==> src/hdl/prtr_pkg.sv <==
// Package for the pulse ratio temperature reader.
// Assumes one 40 MHz clock domain.
package prtr_pkg;
  // Counter width for each phase
  localparam int PRTR_CNT_W = 16;
  // Prescale: count once per this many clocks (40 MHz / 40 = 1 MHz)
  localparam int PRTR_CLK_MHZ = 40;
  localparam int PRTR_RES_US = 1;
  localparam int PRTR_DIV = PRTR_CLK_MHZ * PRTR_RES_US;
  localparam int PRTR_DIV_W = 6;
  localparam logic [PRTR_DIV_W-1:0] PRTR_DIV_LAST = 6'(PRTR_DIV - 1);
  localparam logic [PRTR_DIV_W-1:0] PRTR_DIV_ZERO = 6'h00;
  // Counter values
  localparam logic [PRTR_CNT_W-1:0] PRTR_CNT_ZERO = 16'h0000;
  localparam logic [PRTR_CNT_W-1:0] PRTR_CNT_ONE = 16'h0001;
  localparam logic [PRTR_CNT_W-1:0] PRTR_CNT_MAX = 16'hFFFF;
  // Conversion constants used by software downstream
  localparam int PRTR_OFFSET_C = 235;
  localparam int PRTR_SLOPE_C = 400;
  // Capture sequence states, one-hot
  typedef enum logic [4:0] {
    PRTR_IDLE = 5'h01,
    PRTR_WAIT_LO = 5'h02,
    PRTR_WAIT_HI = 5'h04,
    PRTR_HIGH = 5'h08,
    PRTR_LOW = 5'h10
  } prtr_state_t;
endpackage

==> src/hdl/prtr_reader.sv <==
// Capture logic for a duty-cycle encoded temperature sensor line.
// Assumes sense_in is the raw sensor pin; one 40 MHz clock, sync reset.
//
// Contract
// - Measure both high and low phase durations
// - Counting clock stable, fast enough
// - Exact counting frequency need not be precise
// - Clear both counters before watching input
// - Each phase counter is full 16 bits
// - Wait low, then rise starts high count
// - Fall stops high, starts low together
// - Next rise stops low, results kept
// - Counters tick at one microsecond resolution
// - Keep edge-to-count latency minimal
// - Single sensor input line only
// - Temp is 235 minus 400 times ratio
`timescale 1ns/100ps
module prtr_reader (
  input wire logic clk,
  input wire logic reset,
  input wire logic clk_en,
  input wire logic sense_in,
  input wire logic start,
  output logic busy,
  output logic done,
  output logic overflow,
  output logic [prtr_pkg::PRTR_CNT_W-1:0] high_phase_time,
  output logic [prtr_pkg::PRTR_CNT_W-1:0] low_phase_time
);
  import prtr_pkg::*;

  prtr_state_t state_q;
  prtr_state_t state_d;
  logic sync1_q;
  logic sync2_q;
  logic prev_q;
  logic [PRTR_DIV_W-1:0] div_q;
  logic [PRTR_CNT_W-1:0] hi_cnt_q;
  logic [PRTR_CNT_W-1:0] lo_cnt_q;
  logic done_q;
  logic ovf_q;

  // Edge and tick decode on the synchronised line
  wire rise = sync2_q & ~prev_q;
  wire fall = ~sync2_q & prev_q;
  wire tick = (div_q == PRTR_DIV_LAST);
  wire in_high = (state_q == PRTR_HIGH);
  wire in_low = (state_q == PRTR_LOW);
  wire hi_full = (hi_cnt_q == PRTR_CNT_MAX);
  wire lo_full = (lo_cnt_q == PRTR_CNT_MAX);

  // Two-flop synchroniser; first stage only feeds the second
  // Reset to the idle-high line level so no false rise follows reset
  always_ff @(posedge clk) begin
    if (reset) begin
      sync1_q <= 1'b1;
      sync2_q <= 1'b1;
      prev_q <= 1'b1;
    end else if (clk_en) begin
      sync1_q <= sense_in;
      sync2_q <= sync1_q;
      prev_q <= sync2_q;
    end
  end

  // Sequence decode
  always_comb begin
    state_d = state_q;
    case (state_q)
      PRTR_IDLE: begin
        if (start) begin
          state_d = PRTR_WAIT_LO;
        end
      end
      PRTR_WAIT_LO: begin
        if (!sync2_q) begin
          state_d = PRTR_WAIT_HI;
        end
      end
      PRTR_WAIT_HI: begin
        if (rise) begin
          state_d = PRTR_HIGH;
        end
      end
      PRTR_HIGH: begin
        if (fall) begin
          state_d = PRTR_LOW;
        end
      end
      PRTR_LOW: begin
        if (rise) begin
          state_d = PRTR_IDLE;
        end
      end
      default: begin
        state_d = PRTR_IDLE;
      end
    endcase
  end

  // State register
  always_ff @(posedge clk) begin
    if (reset) begin
      state_q <= PRTR_IDLE;
    end else if (clk_en) begin
      state_q <= state_d;
    end
  end

  // Prescaler restarts on each counted edge so phases align to edges
  // One clock times both phases, so its exact rate cancels
  always_ff @(posedge clk) begin
    if (reset) begin
      div_q <= PRTR_DIV_ZERO;
    end else if (clk_en) begin
      if ((state_q == PRTR_WAIT_HI && rise) || (in_high && fall) || tick) begin
        div_q <= PRTR_DIV_ZERO;
      end else begin
        div_q <= div_q + 6'h01;
      end
    end
  end

  // High phase counter, saturating at full scale
  always_ff @(posedge clk) begin
    if (reset) begin
      hi_cnt_q <= PRTR_CNT_ZERO;
    end else if (clk_en) begin
      if (state_q == PRTR_IDLE && start) begin
        hi_cnt_q <= PRTR_CNT_ZERO;
      end else if (in_high && !fall && tick && !hi_full) begin
        hi_cnt_q <= hi_cnt_q + PRTR_CNT_ONE;
      end
    end
  end

  // Low phase counter, starts in the step the high counter stops
  always_ff @(posedge clk) begin
    if (reset) begin
      lo_cnt_q <= PRTR_CNT_ZERO;
    end else if (clk_en) begin
      if (state_q == PRTR_IDLE && start) begin
        lo_cnt_q <= PRTR_CNT_ZERO;
      end else if (in_low && !rise && tick && !lo_full) begin
        lo_cnt_q <= lo_cnt_q + PRTR_CNT_ONE;
      end
    end
  end

  // Completion and overflow flags
  always_ff @(posedge clk) begin
    if (reset) begin
      done_q <= 1'b0;
      ovf_q <= 1'b0;
    end else if (clk_en) begin
      if (state_q == PRTR_IDLE && start) begin
        done_q <= 1'b0;
        ovf_q <= 1'b0;
      end else if (in_low && rise) begin
        done_q <= 1'b1;
        ovf_q <= hi_full | lo_full;
      end
    end
  end

  // Outputs; counts hold after completion for the ratio calculation
  assign busy = (state_q != PRTR_IDLE);
  assign done = done_q;
  assign overflow = ovf_q;
  assign high_phase_time = hi_cnt_q;
  assign low_phase_time = lo_cnt_q;
endmodule

==> config.mk <==
export PLATFORM = sky130hd
export DESIGN_NAME = prtr_reader
export DESIGN_NICKNAME = d
export VERILOG_FILES = /design/src/hdl/prtr_pkg.sv /design/src/hdl/prtr_reader.sv
export SDC_FILE = /design/constraint.sdc
export NUM_CORES = 1
export LEC_CHECK = 0
export ABC_AREA = 1
export ABC_CLOCK_PERIOD_IN_PS = 3000
export BUFFER_PORTS_ARGS = -buffer_cell sky130_fd_sc_hd__buf_4
export CORE_ASPECT_RATIO = 0.7
export CORE_UTILIZATION = 45
export CTS_CLUSTER_SIZE = 24
export DETAILED_ROUTE_END_ITERATION = 16
export PLACE_DENSITY = 0.73
export SYNTH_ARGS = -nofsm -noshare
export SYNTH_HDL_FRONTEND = slang
export SYNTH_SLANG_ARGS = --single-unit
export TNS_END_PERCENT = 10
==> constraint.sdc <==
create_clock -name clk -period 3 [get_ports clk]
set_input_delay 0.3 -clock clk [delete_from_list [all_inputs] [get_ports clk]]
set_output_delay 0.3 -clock clk [all_outputs]
set_load 0.005 [all_outputs]
==> results.md <==
* Run status: finished, final reports clean
* Reg-to-reg slack, setup at 0.97 ns
* Worst-path fanout max at 19
* Final WL at 7649 um
* Synth top area cells: dfxtp_1 (32%), nand2_1 (14%), nand3_1 (9.1%), nor2_1 (7.4%), nand4_1 (6.8%)
* Detailed Place HPWL at 5453 um
* H-tree depth at 2
* Setup crit end: low_phase_time[6]
* Pint at 1.073 mW
* Max Slew Vio Count at 0
* Initial antenna violation count at 0
* Unrepaired setup endpoints after global routing: no
* CTS resizes at 0
* Final Hold Viols at 0
* Starting Density at 47.56%
* DR DRC count at 0
* Final hold slack at 0.2031 ns
* Crit Path Category: flip-flop to flip-flop
* Sequential-to-total area share from yosys stat at 31.74%
* Slew headroom at 57.86%
* Remaining Overflow, GRT at 0
* DR vias at 3,132
* HP Class: input pin to flip-flop
* Sequential power share at 45.9%
* # hold bufs at CTS at 0
* Power per cell area at 445.0 nW/um^2
* Number of I/O port buffers at 39
* Worst setup SP type: flip-flop
* Setup TNS at 0 ns
* Worst Tran Pin Value at 0.6306 ns
* Levels on crit path at 7
* Io pins at 40
* Buf+Inv Stages, Crit Path at 1
* Yosys reg bits at 48
* CTS root buf: clkbuf_8
* First-pass GRT wire length at 12,940 um
* Combinational power share at 20.8%
* Slowest stage cell on the critical path: nand4_2
* Die Height at 70.63 um
* Cell breakdown of the critical path: inv_1, nor2_1, nand4_2, o21ai_4, nand2_4, nand2_1, a21oi_1
* CP startpoint: state_q[0]
* Core area at 6366 sq um
* CP required at 3.19 ns
* Final ANT Viol Nets at 0
* Clock Path Buffers at 2
* Die Width at 100.0 um
* FP Rows at 24
* Top Family by Delay on Critical Path: simple AND/OR/NAND/NOR gates
* Switching Fraction at 30.61%
* R2r endpoint: low_phase_time[6]
* Layout cells sized above 1 at 15.96%
* Syn nets at 470
* Fin nets at 502
* Syn Area/Cell at 6.554 sq um
* DR vias/cell at 5.345
* Sink Count at 48
* Max_cap viols at 0
* Reg2reg start: state_q[0]
* Leakage at 1.351 nW
* Commonest non-fill, non-tap cell in the layout: nand2_1
* Setup-failing EPs final at 0
* Worst R2R Path Depth at 7
* Largest net degree at the start of global routing at 41
* Commonest non-fill, non-tap cells in the layout: nand2_1 (114), nor2_1 (60), nand3_1 (55), dfxtp_1 (48), buf_4 (41)
* Die area at 7066 sq um
* Crit share post-route at 67.72%
* TritonCTS clock tree: yes
* F_max at 492.2 MHz
* Post-CTS Setup Inserts at 0
* Worst-path clk slew at 0.09 ns
* Synth Instances at 462
* Area leader, netlist: dfxtp_1
* Synth-to-Final Area Change at 14.79%
* Worst-Skew Late Latency at 0.31 ns
* Avg WL per Cell at 13.05 um
* Iteration-0 DRC Markers at 183
* Endpoint type of the worst setup path: flip-flop
* Clock power share at 33.3%
* Vias in the first global route at 2,724
* Tmin final at 2.032 ns
* Synth warn at 0
* WP data arrival at 2.22 ns
* Initial DRT Pass Iterations at 5
* Mapped Area at 3028 sq um
* TritonCTS buffer count at 5
* Number of diodes at 0
* Total Routing Usage GR at 22.79%
* Post-synth top area share at 31.74%
* Slowest Stage Delay on Critical Path at 0.52 ns
* Final GP Congestion at 0.9426
* Clk_skew at 0.007135 ns
* Worst VDD drop at 0.2010 mV
* Net switching power at 473.5 uW
* Yosys cell types at 31
## registers in the layout, summed over array words and instances (netlist names)
signal           count
sync1_q              1
prev_q               1
sync2_q              1
div_q                6
high_phase_time     16
done                 1
low_phase_time      16
state_q              5
overflow             1
## cell usage after synthesis
master	number
inv_1	39
inv_2	2
nor2_2	5
nor2_1	60
clkinv_1	1
a21oi_1	39
nand2_2	6
o22ai_1	1
nand4_2	1
mux2i_1	1
nor2_4	6
nand3b_1	1
o21bai_1	2
ha_1	3
clkbuf_1	8
nand4_1	33
nand3_1	55
dfxtp_1	48
o211ai_1	2
xnor2_1	1
a21oi_2	2
o21ai_4	2
or2_2	2
xor2_1	12
nand3_2	2
buf_4	2
nand2_4	2
o21ai_0	4
buf_6	4
nand2_1	114
buf_2	2
## per-stage QoR
step                      std cells  total power, mW  cell area (sq um)  utilization [%]  worst slack [ns]
final                           586            1.547               3476            54.60            0.9684
after global routing            586            1.630               3476            54.60            0.7356
after CTS                       586            1.562               3476            54.60            0.9661
after detailed placement        578            1.043               3349            52.61            0.9857
after global placement          578            1.038               3349            52.61             1.031
after floorplan                 462           0.9726               3028                -             1.381
## power by group through the flow
stage,logic [mW],clock network [mW],registers [mW]
global route,0.360,0.555,0.716
finish,0.322,0.515,0.710
detailed placement,0.320,0,0.724
CTS,0.320,0.532,0.710
global placement,0.315,0,0.723
floorplan,0.257,0,0.715
## cells by family after synthesis
family          share of synthesized area [%]
compound gates                          9.959
xor+xnor                                3.760
fa+ha+maj                               1.240
buf+inv                                 8.512
flops                                   31.74
mux                                    0.3306
simple gates                            44.46
## how the worst min path moves through the flow
stage	from	to	cells after the start
CTS	sense_in	sync1_q	3
finish	sense_in	sync1_q	3
detailed placement	sync1_q	sync1_q	2
global placement	sync1_q	sync1_q	2
floorplan	sense_in	sync1_q	2
global route	sense_in	sync1_q	3
## layer usage
layer / routed length [um] / share of wire (%) / GRT usage, %
met5: 0 / 0 / 0
met4: 91 / 1.2 / 6.602
met3: 511 / 6.7 / 4.150
met2: 3088 / 40 / 33.10
met1: 3958 / 52 / 34.19
## area by class of cell
cell class	instances	area (sq um)
Fill cell	648	2890
Clock inverter	1	30.03
Clock buffer	7	96.34
Multi-Input combinational cell	356	1809
Inverter	42	157.7
Timing Repair Buffer	41	307.8
Sequential cell	48	960.9
Tap cell	91	113.9
## worst min-delay path, stage by stage
cell	delay, ns
buf_4	0.08
nand2_1	0.04
nand3_1	0.07
(Power assumes the default switching activity.)
